==> src/hw/led_dim_consts.vh <==
// Offsets, field positions, reset values and timing figures of the dimming and fault controller.
`ifndef LED_DIM_CONSTS_VH
`define LED_DIM_CONSTS_VH

// ----------
// Register indices (byte address is four times the index)
// ----------
`define IDX_SOFT_RESET 8'h01
`define IDX_ENABLE 8'h10
`define IDX_BRIGHT_CTRL 8'h11
`define IDX_LIMITS 8'h13
`define IDX_FLASH 8'h17
`define IDX_BRIGHT_LO 8'h18
`define IDX_BRIGHT_HI 8'h19
`define IDX_PROTECT 8'h1e
`define IDX_FAULTS 8'h1f
`define IDX_STATUS 8'h20

// ----------
// Reset values
// ----------
`define RST_ENABLE 8'h0e
`define RST_BRIGHT_CTRL 8'h30
`define RST_LIMITS 8'h0c
`define RST_PROTECT 8'h00

// ----------
// Field positions and codes
// ----------
`define SRC_LSB 4
`define RAMP_EN_BIT 3
`define OVP_SEL_LSB 2
`define SHORT_TH_LSB 6
`define SHORT_MODE_LSB 4
`define OPEN_MODE_LSB 2
`define SRC_DUTY_ONLY 3'h1
`define SRC_PRODUCT_RAMP 3'h2
`define SRC_RAMP_THEN_PRODUCT 3'h3
`define SRC_CURRENT_SCALED 3'h4
`define SHORT_OFF 2'h0
`define SHORT_FLAG 2'h1
`define SHORT_MARK_OFF 2'h2
`define OPEN_MARK_OFF 2'h1

// ----------
// Limits in units of 0.25 A, thresholds in volts
// ----------
`define LIMIT_0A75 4'h3
`define LIMIT_1A00 4'h4
`define LIMIT_1A25 4'h5
`define LIMIT_1A50 4'h6
`define LIMIT_FLASH_3A 4'hc
`define OVP_17V 6'h11
`define OVP_23V 6'h17
`define OVP_30V 6'h1e
`define OVP_38V 6'h26

// ----------
// Timing
// ----------
`define CLK_PERIOD_PS 10000
`define RAMP_UNIT_PS 7812500
`define OCP_INTERVAL_NS 128000
`define OCP_WINDOW_INTERVALS 8
`define OCP_COUNT_LIMIT 2
`define SHORT_HOLD_NS 2000000
`define OCP_INTERVAL_CYC ((`OCP_INTERVAL_NS * 1000) / `CLK_PERIOD_PS)
`define SHORT_HOLD_CYC ((`SHORT_HOLD_NS * 1000) / `CLK_PERIOD_PS)

`endif

==> src/hw/led_dimming_fault_control.v <==
// Brightness source selection, current ramp and protection logic of an LED backlight driver.
//
// Operation
// Mode 010 ramps over code times duty.
// Mode 010 ramp spans product difference minus one.
// Mode 011 drives duty times ramped code.
// Mode 011 duty change acts immediately, code ramps.
// Mode 100 scales mapped current by duty.
// Modes 011/100 ramp spans code difference minus one.
// Over limit turns switch off until next cycle.
// Flash forces the fixed 3A limit.
// Count intervals where every cycle hit limit.
// Over-current flag when count exceeds two per window.
// Over-voltage stops switching and sets its flag.
// Threshold select 00/01/10/11 gives 17/23/30/38V.
// Pin below 40mV means open string.
// Open sets both flags; mode 01 disables string.
// Short needs pin high for 2ms continuously.
// Short mode 00 disables short detection.
// Short mode 01 flags but keeps strings.
// Short mode 10 flags and disables shorted strings.
// Over-temperature shuts down until indication clears.
// Any protection ends flash and clears its bit.
// Source, ramp settings change only while disabled.
// Ramp one code per step time.
// Clear interval counter at each window end.
// Fault flags stay until reset.
`timescale 1ns/1ps
`include "led_dim_consts.vh"
module led_dimming_fault_control #(
  parameter CODE_W = 11,
  parameter RAMP_UNIT_PS = `RAMP_UNIT_PS,
  parameter OCP_INTERVAL_CYC = `OCP_INTERVAL_CYC,
  parameter SHORT_HOLD_CYC = `SHORT_HOLD_CYC
) (
  input wire mclk, // 100 MHz clock.
  input wire nrst, // Power-on reset, active low.
  input wire [9:0] paddr, // APB byte address.
  input wire psel, // APB select.
  input wire penable, // APB access phase.
  input wire pwrite, // APB write.
  input wire [31:0] pwdata, // APB write data.
  output reg [31:0] prdata, // APB read data.
  output reg pready, // APB ready.
  output reg pslverr, // APB error for unmapped address.
  input wire [CODE_W-1:0] pwmDuty, // Sampled PWM duty, full scale 2048.
  input wire cycleStart, // Pulse at each switching cycle start.
  input wire [3:0] switchCurrent, // Switch current, 0.25 A units.
  input wire [5:0] outputVolts, // Output voltage in volts.
  input wire [2:0] ledPinLow, // Channel pin below 40mV.
  input wire [2:0] ledPinHigh, // Channel pin above short threshold.
  input wire overTemp, // Die over-temperature indication.
  output reg lowSideSwitch, // Low-side switch gate.
  output reg [CODE_W-1:0] ledCode, // Code to the current mapper.
  output reg [CODE_W-1:0] currentScale, // Duty applied after mapping.
  output reg [2:0] stringEnable, // Per-string sink enable.
  output reg [1:0] shortThresholdSel // Short comparator threshold.
);

  // ----------
  // Registers and derived settings
  // ----------
  localparam [11:0] FULL_DUTY = 12'h800;
  wire rampBusy;
  reg [7:0] enable_q, brightCtrl_q, limits_q, protect_q;
  reg [2:0] brightLo_q, brightLoStage_q;
  reg [7:0] brightHi_q;
  reg flashEnable_q;
  reg overcurrentFaultFlag_q, overvoltageFaultFlag_q, openStringFaultFlag_q;
  reg shortStringFaultFlag_q, thermalFaultFlag_q;
  reg [2:0] stringOff_q;
  reg softReset_q;
  wire [7:0] index = paddr[9:2];
  wire access = psel && penable && pready;
  wire wrEn = access && pwrite;
  wire chipOn = enable_q[0];
  wire [2:0] chanOn = enable_q[3:1];
  wire [2:0] brightnessSourceSel = brightCtrl_q[`SRC_LSB+2:`SRC_LSB];
  wire rampEnable = brightCtrl_q[`RAMP_EN_BIT];
  wire [2:0] rampStepTimeSel = brightCtrl_q[2:0];
  wire [1:0] currentLimitSel = limits_q[1:0];
  wire [1:0] overvoltageThresholdSel = limits_q[`OVP_SEL_LSB+1:`OVP_SEL_LSB];
  wire [1:0] shortResponseSel = protect_q[`SHORT_MODE_LSB+1:`SHORT_MODE_LSB];
  wire [1:0] openResponseSel = protect_q[`OPEN_MODE_LSB+1:`OPEN_MODE_LSB];
  wire [CODE_W-1:0] brightCode = {brightHi_q, brightLo_q};
  wire settingsOpen = !chipOn || (chanOn == 3'h0);
  wire mapped = (index == `IDX_SOFT_RESET) || (index == `IDX_ENABLE) || (index == `IDX_BRIGHT_CTRL) ||
                (index == `IDX_LIMITS) || (index == `IDX_FLASH) || (index == `IDX_BRIGHT_LO) ||
                (index == `IDX_BRIGHT_HI) || (index == `IDX_PROTECT) || (index == `IDX_FAULTS) ||
                (index == `IDX_STATUS);

  // Step time doubles with each select code from the base unit.
  wire [39:0] stepPs = RAMP_UNIT_PS << rampStepTimeSel;
  wire [39:0] stepCyc = (stepPs + `CLK_PERIOD_PS - 1) / `CLK_PERIOD_PS;

  // ----------
  // Protection events shared by the flash clear and the flags
  // ----------
  reg [5:0] ovpLevel;
  reg [3:0] limitLevel;
  wire overVolt = outputVolts > ovpLevel;
  wire [2:0] liveStrings = chanOn & ~stringOff_q & {3{chipOn}};
  wire [2:0] openHit = ledPinLow & liveStrings;
  wire [2:0] shortHit;
  wire ocpEvent;
  wire protectEvent = overVolt || (openHit != 3'h0) || (shortHit != 3'h0) || ocpEvent || overTemp;

  // Threshold and current limit decode.
  always @*
  begin
    case (overvoltageThresholdSel)
      2'h0: ovpLevel = `OVP_17V;
      2'h1: ovpLevel = `OVP_23V;
      2'h2: ovpLevel = `OVP_30V;
      default: ovpLevel = `OVP_38V;
    endcase
    if (flashEnable_q)
      limitLevel = `LIMIT_FLASH_3A;
    else
    begin
      case (currentLimitSel)
        2'h0: limitLevel = `LIMIT_0A75;
        2'h1: limitLevel = `LIMIT_1A00;
        2'h2: limitLevel = `LIMIT_1A25;
        default: limitLevel = `LIMIT_1A50;
      endcase
    end
  end

  // ----------
  // APB slave: one wait state, read data latched at the wait-state edge, write at the completing edge
  // ----------
  always @(posedge mclk or negedge nrst)
  begin
    if (!nrst)
    begin
      pready <= 1'b0;
      pslverr <= 1'b0;
      prdata <= 32'h0;
    end
    else
    begin
      pready <= psel && penable && !pready;
      pslverr <= psel && penable && !pready && !mapped;
      if (psel && penable && !pready)
      begin
        case (index)
          `IDX_ENABLE: prdata <= {24'h0, enable_q};
          `IDX_BRIGHT_CTRL: prdata <= {24'h0, brightCtrl_q};
          `IDX_LIMITS: prdata <= {24'h0, limits_q};
          `IDX_FLASH: prdata <= {31'h0, flashEnable_q};
          `IDX_BRIGHT_LO: prdata <= {29'h0, brightLoStage_q};
          `IDX_BRIGHT_HI: prdata <= {24'h0, brightHi_q};
          `IDX_PROTECT: prdata <= {24'h0, protect_q};
          `IDX_FAULTS: prdata <= {27'h0, openStringFaultFlag_q, shortStringFaultFlag_q, thermalFaultFlag_q,
                                  overcurrentFaultFlag_q, overvoltageFaultFlag_q};
          `IDX_STATUS: prdata <= {25'h0, rampBusy, lowSideSwitch, overTemp, stringOff_q, overVolt};
          default: prdata <= 32'h0;
        endcase
      end
    end
  end

  // Configuration registers; a soft reset returns every one of them to default.
  // The low code bits are staged and only take effect with the high byte,
  // so an 11-bit change never shows a half-written code.
  always @(posedge mclk or negedge nrst)
  begin
    if (!nrst)
    begin
      softReset_q <= 1'b0;
      enable_q <= `RST_ENABLE;
      brightCtrl_q <= `RST_BRIGHT_CTRL;
      limits_q <= `RST_LIMITS;
      protect_q <= `RST_PROTECT;
      brightLo_q <= 3'h0;
      brightLoStage_q <= 3'h0;
      brightHi_q <= 8'h0;
      flashEnable_q <= 1'b0;
    end
    else if (softReset_q)
    begin
      softReset_q <= 1'b0;
      enable_q <= `RST_ENABLE;
      brightCtrl_q <= `RST_BRIGHT_CTRL;
      limits_q <= `RST_LIMITS;
      protect_q <= `RST_PROTECT;
      brightLo_q <= 3'h0;
      brightLoStage_q <= 3'h0;
      brightHi_q <= 8'h0;
      flashEnable_q <= 1'b0;
    end
    else
    begin
      softReset_q <= wrEn && (index == `IDX_SOFT_RESET) && pwdata[0];
      if (wrEn && (index == `IDX_ENABLE))
        enable_q <= {4'h0, pwdata[3:0]};
      if (wrEn && (index == `IDX_BRIGHT_CTRL) && settingsOpen)
        brightCtrl_q <= pwdata[7:0];
      if (wrEn && (index == `IDX_LIMITS))
        limits_q <= pwdata[7:0];
      if (wrEn && (index == `IDX_PROTECT))
        protect_q <= pwdata[7:0];
      if (wrEn && (index == `IDX_BRIGHT_LO))
        brightLoStage_q <= pwdata[2:0];
      if (wrEn && (index == `IDX_BRIGHT_HI))
      begin
        brightHi_q <= pwdata[7:0];
        brightLo_q <= brightLoStage_q;
      end
      if (protectEvent)
        flashEnable_q <= 1'b0;
      else if (wrEn && (index == `IDX_FLASH))
        flashEnable_q <= pwdata[0];
    end
  end

  // ----------
  // Brightness source and ramp
  // ----------
  wire [2*CODE_W-1:0] codeTimesDuty = brightCode * pwmDuty;
  wire [CODE_W-1:0] productCode = codeTimesDuty[2*CODE_W-1:CODE_W];
  reg [CODE_W-1:0] rampTarget;
  wire [CODE_W-1:0] rampCode;
  wire [2*CODE_W-1:0] rampTimesDuty = rampCode * pwmDuty;
  wire [CODE_W-1:0] rampTarget0 = (chipOn && (chanOn != 3'h0)) ? rampTarget : {CODE_W{1'b0}};

  // What the ramp steps through depends on the source mode.
  always @*
  begin
    case (brightnessSourceSel)
      `SRC_DUTY_ONLY: rampTarget = pwmDuty;
      `SRC_PRODUCT_RAMP: rampTarget = productCode;
      `SRC_RAMP_THEN_PRODUCT: rampTarget = brightCode;
      `SRC_CURRENT_SCALED: rampTarget = brightCode;
      default: rampTarget = brightCode;
    endcase
  end

  led_step_ramp #(
    .CODE_W(CODE_W),
    .CNT_W(20)
  ) ramp (
    .mclk(mclk),
    .nrst(nrst),
    .clear(softReset_q),
    .rampOn(rampEnable),
    .stepCycles(stepCyc[19:0]),
    .target(rampTarget0),
    .code_q(rampCode),
    .busy(rampBusy)
  );

  // Mode 011 multiplies after the ramp, so a duty change lands in one cycle.
  always @(posedge mclk or negedge nrst)
  begin
    if (!nrst)
    begin
      ledCode <= {CODE_W{1'b0}};
      currentScale <= {CODE_W{1'b0}};
    end
    else
    begin
      if (brightnessSourceSel == `SRC_RAMP_THEN_PRODUCT)
        ledCode <= rampTimesDuty[2*CODE_W-1:CODE_W];
      else
        ledCode <= rampCode;
      if (brightnessSourceSel == `SRC_CURRENT_SCALED)
        currentScale <= pwmDuty;
      else
        currentScale <= FULL_DUTY[CODE_W-1:0] - 1'b1;
    end
  end

  // ----------
  // Switch control and over-current counting
  // ----------
  reg hitThisCycle_q, allHit_q, sawCycle_q;
  reg [19:0] intervalCnt_q;
  reg [2:0] windowCnt_q;
  reg [3:0] ocpCount_q;
  wire overLimit = switchCurrent > limitLevel;
  wire intervalEnd = (intervalCnt_q == OCP_INTERVAL_CYC - 1);
  wire intervalAllHit = allHit_q && sawCycle_q && !(cycleStart && !hitThisCycle_q);
  assign ocpEvent = intervalEnd && (windowCnt_q == `OCP_WINDOW_INTERVALS - 1) &&
                    (ocpCount_q + intervalAllHit > `OCP_COUNT_LIMIT);
  wire runAllowed = chipOn && !overVolt && !overTemp;

  // Gate on at each cycle start, off for the rest of a cycle once over limit.
  always @(posedge mclk or negedge nrst)
  begin
    if (!nrst)
      lowSideSwitch <= 1'b0;
    else if (!runAllowed || softReset_q)
      lowSideSwitch <= 1'b0;
    else if (cycleStart)
      lowSideSwitch <= 1'b1;
    else if (overLimit)
      lowSideSwitch <= 1'b0;
  end

  // An interval counts only if every cycle in it reached the limit.
  always @(posedge mclk or negedge nrst)
  begin
    if (!nrst)
    begin
      hitThisCycle_q <= 1'b0;
      allHit_q <= 1'b1;
      sawCycle_q <= 1'b0;
      intervalCnt_q <= 20'h0;
      windowCnt_q <= 3'h0;
      ocpCount_q <= 4'h0;
    end
    else if (softReset_q)
    begin
      hitThisCycle_q <= 1'b0;
      allHit_q <= 1'b1;
      sawCycle_q <= 1'b0;
      intervalCnt_q <= 20'h0;
      windowCnt_q <= 3'h0;
      ocpCount_q <= 4'h0;
    end
    else
    begin
      if (cycleStart)
        hitThisCycle_q <= overLimit;
      else if (overLimit)
        hitThisCycle_q <= 1'b1;
      if (intervalEnd)
      begin
        intervalCnt_q <= 20'h0;
        allHit_q <= 1'b1;
        sawCycle_q <= 1'b0;
        windowCnt_q <= windowCnt_q + 1'b1;
        if (windowCnt_q == `OCP_WINDOW_INTERVALS - 1)
          ocpCount_q <= 4'h0;
        else
          ocpCount_q <= ocpCount_q + intervalAllHit;
      end
      else
      begin
        intervalCnt_q <= intervalCnt_q + 1'b1;
        if (cycleStart && sawCycle_q && !hitThisCycle_q)
          allHit_q <= 1'b0;
        if (cycleStart)
          sawCycle_q <= 1'b1;
      end
    end
  end

  // ----------
  // Short detection per string
  // ----------
  genvar s;
  generate
    for (s = 0; s < 3; s = s + 1)
    begin : shortDet
      reg [21:0] holdCnt_q;
      // Any drop below the threshold restarts the 2ms count.
      always @(posedge mclk or negedge nrst)
      begin
        if (!nrst)
          holdCnt_q <= 22'h0;
        else if (softReset_q || !ledPinHigh[s] || !liveStrings[s] || (shortResponseSel == `SHORT_OFF))
          holdCnt_q <= 22'h0;
        else if (holdCnt_q != SHORT_HOLD_CYC)
          holdCnt_q <= holdCnt_q + 1'b1;
      end
      assign shortHit[s] = (holdCnt_q == SHORT_HOLD_CYC);
    end
  endgenerate

  // ----------
  // Fault flags and string marking
  // ----------
  // Flags only set; nothing but a reset clears them, so a fault that has
  // passed stays visible to software.
  always @(posedge mclk or negedge nrst)
  begin
    if (!nrst)
    begin
      overcurrentFaultFlag_q <= 1'b0;
      overvoltageFaultFlag_q <= 1'b0;
      openStringFaultFlag_q <= 1'b0;
      shortStringFaultFlag_q <= 1'b0;
      thermalFaultFlag_q <= 1'b0;
      stringOff_q <= 3'h0;
      stringEnable <= 3'h0;
      shortThresholdSel <= 2'h0;
    end
    else if (softReset_q)
    begin
      overcurrentFaultFlag_q <= 1'b0;
      overvoltageFaultFlag_q <= 1'b0;
      openStringFaultFlag_q <= 1'b0;
      shortStringFaultFlag_q <= 1'b0;
      thermalFaultFlag_q <= 1'b0;
      stringOff_q <= 3'h0;
      stringEnable <= 3'h0;
      shortThresholdSel <= 2'h0;
    end
    else
    begin
      if (ocpEvent)
        overcurrentFaultFlag_q <= 1'b1;
      if (overVolt || (openHit != 3'h0))
        overvoltageFaultFlag_q <= 1'b1;
      if (openHit != 3'h0)
        openStringFaultFlag_q <= 1'b1;
      if (shortHit != 3'h0)
        shortStringFaultFlag_q <= 1'b1;
      if (overTemp)
        thermalFaultFlag_q <= 1'b1;
      stringOff_q <= stringOff_q |
                     (openHit & {3{openResponseSel == `OPEN_MARK_OFF}}) |
                     (shortHit & {3{shortResponseSel == `SHORT_MARK_OFF}});
      stringEnable <= liveStrings & {3{!overTemp}};
      shortThresholdSel <= protect_q[`SHORT_TH_LSB+1:`SHORT_TH_LSB];
    end
  end

endmodule

==> src/hw/led_step_ramp.v <==
// Step-wise brightness ramp: one code per step time toward a target code.
`timescale 1ns/1ps
module led_step_ramp #(
  parameter CODE_W = 11,
  parameter CNT_W = 20
) (
  input wire mclk, // System clock.
  input wire nrst, // Asynchronous reset, active low.
  input wire clear, // Synchronous software reset.
  input wire rampOn, // Ramp enabled; otherwise the code follows at once.
  input wire [CNT_W-1:0] stepCycles, // Clock cycles between two steps.
  input wire [CODE_W-1:0] target, // Code to move toward.
  output reg [CODE_W-1:0] code_q, // Present code.
  output wire busy // Code has not reached the target.
);

  reg [CNT_W-1:0] wait_q;

  assign busy = (code_q != target);

  // ----------
  // Stepping
  // ----------
  // The first step goes at once and each later step waits a full step time,
  // so a move of N codes lasts (N - 1) step times.
  always @(posedge mclk or negedge nrst)
  begin
    if (!nrst)
    begin
      code_q <= {CODE_W{1'b0}};
      wait_q <= {CNT_W{1'b0}};
    end
    else if (clear)
    begin
      code_q <= {CODE_W{1'b0}};
      wait_q <= {CNT_W{1'b0}};
    end
    else if (!rampOn)
    begin
      code_q <= target;
      wait_q <= {CNT_W{1'b0}};
    end
    else if (wait_q != {CNT_W{1'b0}})
      wait_q <= wait_q - 1'b1;
    else if (busy)
    begin
      if (target > code_q)
        code_q <= code_q + 1'b1;
      else
        code_q <= code_q - 1'b1;
      wait_q <= stepCycles - 1'b1;
    end
  end

endmodule

==> config.mk <==
export PLATFORM = sky130hd
export DESIGN_NAME = led_dimming_fault_control
export DESIGN_NICKNAME = d
export VERILOG_FILES = /design/src/hw/led_dimming_fault_control.v /design/src/hw/led_step_ramp.v
export VERILOG_INCLUDE_DIRS = /design/src /design/src/hw
export SDC_FILE = /design/constraint.sdc
export NUM_CORES = 1
export LEC_CHECK = 0
export BUFFER_PORTS_ARGS = -buffer_cell sky130_fd_sc_hd__buf_2
export CORE_ASPECT_RATIO = 1.1
export CORE_MARGIN = 4
export CORE_UTILIZATION = 55
export DETAILED_ROUTE_END_ITERATION = 7
export PLACE_DENSITY = 0.76
export SLEW_MARGIN = 10
export SYNTH_ARGS = -nofsm -noshare
export SYNTH_HDL_FRONTEND = slang
export SYNTH_HIERARCHICAL = 1
export SYNTH_SLANG_ARGS = --single-unit
export TNS_END_PERCENT = 5
==> constraint.sdc <==
create_clock -name mclk -period 56.4 [get_ports mclk]
set_input_delay 11.28 -clock mclk [delete_from_list [all_inputs] [get_ports mclk]]
set_output_delay 11.28 -clock mclk [all_outputs]
set_load 0.02 [all_outputs]
# Word level (Yosys, flattened, before mapping)

Cells that the tools add are included.

Muxes and demuxes: 73
$lt $le $gt $ge: 4
Equality and inequality tests: 32
Bitwise gates (word level): 9
Div/mod/pow operators: 1
$mul: 2
Shift operators: 1
Reductions and logical operators: 92
Add/subtract/negate cells: 13

Operators with widths:

| cell                                               | count |
|---|---|
| two-way mux 22 bit                                 | 6 |
| two-way mux 20 bit                                 | 6 |
| two-way mux 11 bit                                 | 8 |
| two-way mux 8 bit                                  | 10 |
| case mux 8 bit (9 select lines)                    | 1 |
| adder 22 x 1 -> 22 bit, second input constant      | 3 |
| == test 22 x 18 -> 1 bit, second input constant    | 3 |
| != test 22 x 18 -> 1 bit, second input constant    | 3 |
| == test 8 x 5 -> 1 bit, second input constant      | 8 |
| multiplier 11 x 11 -> 22 bit                       | 2 |
| adder 40 x 14 -> 40 bit, second input constant     | 1 |
| divider 40 x 14 -> 40 bit, second input constant   | 1 |
| left shift 23 x 3 -> 40 bit, first input constant  | 1 |
| subtractor 20 x 1 -> 20 bit, second input constant | 2 |
| subtractor 40 x 1 -> 40 bit, second input constant | 1 |
| nonzero test 2 bit                                 | 15 |
| two-way mux 1 bit                                  | 26 |
| logical AND 1 bit                                  | 25 |
| logical OR 1 bit                                   | 24 |
| two-way mux 3 bit                                  | 8 |
| nonzero test 3 bit                                 | 8 |
| case mux 11 bit (2 select lines)                   | 1 |
| adder 20 x 1 -> 20 bit, second input constant      | 1 |
| == test 20 x 14 -> 1 bit, second input constant    | 1 |
| other kinds (32)                                   | 62 |

Bits in latches: 0
Output and inout port bits: 62
Bits in read-only memories: 0
Memories kept: 0
Register bits: 245
Input bits: 76
Memory bits (writable): 0

# Logic depth before layout (Yosys ltp)

Word-level depth: 12
Depth in mapped cells: 88

# Cells and area by module

Netlist, hierarchy kept.

Modules (own cells, without submodules):

| module                    | seq. area each (µm²) | area an instance (µm²) | instances | cells each |
|---|---|---|---|---|
| led_dimming_fault_control | 4664.5               | 27234.9                | 1         | 3459 |
| led_step_ramp             | 775.7                | 2617.5                 | 1         | 311 |

# Least setup slack after synthesis

Ideal clock, no wire load.

Path kind: input port to flip-flop
Start: in pwmDuty[4]
End: reg ramp.code_q[10]
Required time: 56.301 ns
Arrival: 20.798 ns
Stages: 55
Buffers on the path: 1
Library setup time: 0.099 ns
Slack: 35.503 ns
Cells stage by stage: clkbuf_1 nand2_1 fa_1 inv_1 ha_1 fa_1 ha_1 inv_1 fa_1 inv_1 ha_1 o21a_1 o21ai_0 nand2b_1 a21oi_1 nor2b_1 o21ai_0 nand2b_1 [... 19 more ...] inv_1 a21oi_1 xnor2_1 nand2_1 a21oi_1 ha_1 nand4_1 inv_1 o31a_1 o21ai_0 ha_1 nand2b_1 a21oi_1 o41ai_1 o21ai_0 xnor2_1 or3_1 a311oi_1

Longest elaborated chain between the ends: 9

Ends and longest elaborated chain:

| what                                 | line                            | source |
|---|---|---|
| start: declaration                   | led_dimming_fault_control.v:46  | `input wire [CODE_W-1:0] pwmDuty,` |
| multiplier 11 x 11 -> 22 bit (*)     | led_dimming_fault_control.v:221 | `wire [2*CODE_W-1:0] codeTimesDuty = brightCode * pwmDuty;` |
| case mux 11 bit (2 select lines) (*) | led_dimming_fault_control.v:231 | `case (brightnessSourceSel)` |
| two-way mux 11 bit (*)               | led_dimming_fault_control.v:226 | `wire [CODE_W-1:0] rampTarget0 = (chipOn && (chanOn != 3'h0)) ? rampTarget : {CODE_W{1'b0}};` |
| net rampTarget0[10]                  | led_dimming_fault_control.v:226 |  |
| greater-than comparator 11 bit       | led_step_ramp.v:47              | `if (target > code_q)` |
| two-way mux 11 bit                   | led_step_ramp.v:47              |  |
| two-way mux 11 bit                   | led_step_ramp.v:45              | `else if (busy)` |
| two-way mux 11 bit                   | led_step_ramp.v:43              | `else if (wait_q != {CNT_W{1'b0}})` |
| two-way mux 11 bit                   | led_step_ramp.v:38              | `else if (!rampOn)` |
| two-way mux 11 bit                   | led_step_ramp.v:33              | `else if (clear)` |
| end signal: assignment               | led_step_ramp.v:35              | `code_q <= {CODE_W{1'b0}};` |
| end signal: assignment               | led_step_ramp.v:40              | `code_q <= target;` |
| end signal: assignment               | led_step_ramp.v:48              | `code_q <= code_q + 1'b1;` |
| end: declaration                     | led_step_ramp.v:13              | `output reg [CODE_W-1:0] code_q,` |

The timed path passes the listed nets; every way through them passes the cells marked *. The select of a mux whose other input is x is not followed.
A chain may end at the register's enable or synchronous reset.

# Worst setup path in the final report

Start: reg brightCtrl_q[1]
End: reg ramp.wait_q[8]

Longest elaborated chain between the ends: 9

Ends and longest elaborated chain:

| what                                | line                            | source |
|---|---|---|
| start: declaration                  | led_dimming_fault_control.v:65  | `reg [7:0] enable_q, brightCtrl_q, limits_q, protect_q;` |
| start signal: assignment            | led_dimming_fault_control.v:173 | `` brightCtrl_q <= `RST_BRIGHT_CTRL; `` |
| start signal: assignment            | led_dimming_fault_control.v:185 | `` brightCtrl_q <= `RST_BRIGHT_CTRL; `` |
| start signal: assignment            | led_dimming_fault_control.v:199 | `brightCtrl_q <= pwdata[7:0];` |
| left shift 23 x 3 -> 40 bit         | led_dimming_fault_control.v:93  | `wire [39:0] stepPs = RAMP_UNIT_PS << rampStepTimeSel;` |
| adder 40 x 14 -> 40 bit (no line)   | -                               |  |
| subtractor 40 x 1 -> 40 bit         | led_dimming_fault_control.v:94  | `` wire [39:0] stepCyc = (stepPs + `CLK_PERIOD_PS - 1) / `CLK_PERIOD_PS; `` |
| divider 40 x 14 -> 40 bit (no line) | -                               |  |
| net stepCyc[6]                      | led_dimming_fault_control.v:94  |  |
| subtractor 20 x 1 -> 20 bit         | led_step_ramp.v:51              | `wait_q <= stepCycles - 1'b1;` |
| two-way mux 20 bit                  | led_step_ramp.v:45              |  |
| two-way mux 20 bit                  | led_step_ramp.v:43              |  |
| two-way mux 20 bit                  | led_step_ramp.v:38              |  |
| two-way mux 20 bit                  | led_step_ramp.v:33              |  |
| end signal: assignment              | led_step_ramp.v:36              | `wait_q <= {CNT_W{1'b0}};` |
| end signal: assignment              | led_step_ramp.v:41              | `wait_q <= {CNT_W{1'b0}};` |
| end signal: assignment              | led_step_ramp.v:44              | `wait_q <= wait_q - 1'b1;` |
| end: declaration                    | led_step_ramp.v:17              | `reg [CNT_W-1:0] wait_q;` |

The timed path passes the listed nets, and every way through them passes these cells. The select of a mux whose other input is x is not followed.

==> out/metrics.yaml <==
clk-insertion-delay-late_ns: 0.58
grt_antenna_before_repair: 5
reg2reg_depth: 69
ctsHoldBuffers: 0
cp-start-kind: "register"
synth-edff-count: 0
power.leakage_nw: 14.0
grt_start_max_net_pins: 102
coreArea_um2: 53700
die_h_um: 252
dp.cells: 4442
grt.total_usage_pct: 27.9
hold_viol: 0
path_buf_inv: 6
gp_congestion: 0.983
fin_cells: 4489
seqPwrFrac_pct: 18.0
cts_tree: "built"
met3_length_um: 6430
whs_path_depth: 1
ant_nets: 0
async_flop_share_pct: 100
routed-via-count: 28200
finalInstanceArea_um2: 31500
cp_top_family: "compound AO/OA/AOI/OAI gates"
syn_area_um2: 29900
p_sw_uw: 430
hold_class: "reg2reg"
die_x_um: 230
pre_cts_slack_ns: 33.17
cts_setup_buffers: 0
pwr-share-comb_pct: 61.9
drtPass1Iterations: 7
vias_per_cell: 6.28
clock_path_buffers: 3
syn_to_final_growth_pct: 5.42
slowest_stage: "a21oi_1"
slew_headroom_pct: 21.4
fin_ws_ns: 32.59
clkPwrFrac_pct: 20.1
clkSinkCount: 217
status: "complete, no violations"
cap_violations: 0
wl_per_cell_um: 18.7
ctsResizeCount: 0
die-area_um2: 58100
whs_ns: 0.475
critPathArrivalTime_ns: 24.25
rsz0062_at_grt: "no"
endpoint_kind: "register"
met1_length_um: 35500
syn_inst: 3770
ys_ff_latch: 217
numPortBuffers: 87
synth_ff_type: "dfrtp_1"
routed.top_layer: "met5"
yosysUniqueCellTypes: 134
hpwl_um: 62500
finClkSkew_ns: 0.0222
p_int_uw: 458
path_common_cell: "a21oi_1"
rows: 89
worst_pin_slew_ns: 1.17
slew_viol_final: 0
cts_buffers: 25
ctsRootBufferMaster: "clkbuf_16"
post-route-drc-count: 0
placed_cell_area_um2: 30600
cp_slowest_stage_delay_ns: 0.76
grt_pass1_vias: 26700
vdd_drop_max_mv: 0.0327
clk_pin_slew_ns: 0.06
final_util_pct: 58.6
drtIter0Drc: 2839
wirelength_um: 83800
avgSynthCellArea_um2: 7.92
setup_viol: 0
path_depth: 69
finalSetupTns_ns: 0
crit_fanout: 41
start_util_pct: 55.6
powerDensity_nw_per_um2: 28.2
min_period_over_period_pct: 42.2
timing.fmax_mhz: 42.0
p_sw_share_pct: 48.4
io-pin-count: 138
final_nets: 4155
total_power_uw: 888
grt_pass1_wl_um: 137000
required_ns: 56.84
routed-wl-met2_um: 39000
htreeDepth: 1
drive_above_1_share_pct: 8.30
synth_seq_area_share_pct: 18.2
synth_warnings: 6
fin_crit_ns: 23.81
gr-total-overflow: 0
crit_type: "reg2reg"
## metal layers
metal,vias up,global-route usage (%)
li1,13300,-
met1,13500,37.6
met2,1181,46.6
met3,212,4.08
met4,4,8.71
met5,-,0
## final timing paths
kind	start	end	slack, ns
worst max-delay path	brightCtrl_q[1]	ramp/wait_q[8]	32.59
worst min-delay path	prdata[3]	prdata[3]	0.48
worst max register to register	brightCtrl_q[1]	ramp/wait_q[8]	32.59
worst min register to register	prdata[3]	prdata[3]	0.48
max in group asynchronous	nrst	shortDet[0].holdCnt_q[15]	43.65
min in group asynchronous	nrst	ledCode[10]	10.76
## worst reg2reg max path: cells and delay by family (launching register included)
kind / cells / cell delay, ns
simple gates: 25 / 8.41
buf+inv: 6 / 1.65
compound gates: 28 / 9.86
fa+ha+maj: 5 / 1.82
mux: 1 / 0.42
flops: 1 / 0.35
xor+xnor: 4 / 1.18
## logic make-up after synthesis
family / after synthesis / share of synthesized area (%)
other: 1 / 0.0126
and+or+nand+nor: 1536 / 26.0
DFF: 217 / 18.2
adders and majority gates: 340 / 18.2
muxes: 67 / 2.37
buffers and inverters: 479 / 6.75
xor gates and xnor gates: 258 / 7.85
AOI/OAI and AO/OA: 872 / 20.5
## layout by cell type (no fill, tap or decap), types with 39 or more instances in the layout
| cell | instances |
|---|---|
| buf_2 | 86 |
| inv_1 | 270 |
| nand4_1 | 54 |
| and2_1 | 113 |
| o21ai_0 | 136 |
| nor4_1 | 46 |
| nor2_1 | 356 |
| xnor2_1 | 157 |
| ha_1 | 179 |
| or3_1 | 39 |
| nor3_1 | 77 |
| nand3_1 | 130 |
| mux2i_1 | 49 |
| dfrtp_1 | 207 |
| a21oi_1 | 242 |
| nand2_1 | 438 |
| nand2b_1 | 56 |
| xor2_1 | 93 |
| fa_1 | 159 |
## layout make-up
type                            count  area, um2
Inverter                          279       1050
Antenna cell                        3       7.51
Clock buffer                       32        712
Timing Repair Buffer              115        656
Fill cell                        4899      22200
Clock inverter                     12        188
Tap cell                          728        911
Sequential cell                   217       5440
Multi-Input combinational cell   3103      22500
## power by group through the flow
stage	Clock [mW]	Combinational [mW]	Sequential, mW
final	0.178	0.549	0.160
after global routing	0.189	0.600	0.160
after CTS	0.183	0.535	0.160
after detailed placement	0	0.532	0.163
after global placement	0	0.527	0.163
after floorplan	0	0.426	0.162
## Yosys cell counts (all sizes together), types with 30 or more instances
cell	n	area [um2]
xor2	95	847
and2	118	746
nor2	365	1430
xnor2	159	1410
or2	30	188
nand2b	56	350
mux2i	50	513
nand4	54	338
or3	43	282
and3	32	200
a21oi	248	1260
ha	179	2240
dfrtp	209	5230
nand2	439	1650
inv	277	1040
a211oi	38	310
a31oi	34	228
o211ai	37	298
buf	74	494
fa	159	3180
nor3	84	455
clkbuf	126	473
nor4	48	322
o21ai	172	883
nand3	131	661
## registers in the layout, indices dropped and copies added (netlist names), 4 cells and up
name	count
shortDet.holdCnt_q	66
intervalCnt_q	20
ramp/wait_q	20
currentScale	11
ledCode	11
ramp/code_q	11
brightCtrl_q	8
brightHi_q	8
limits_q	8
prdata	8
protect_q	8
enable_q	4
ocpCount_q	4
Power figures use the tool's default switching activity.
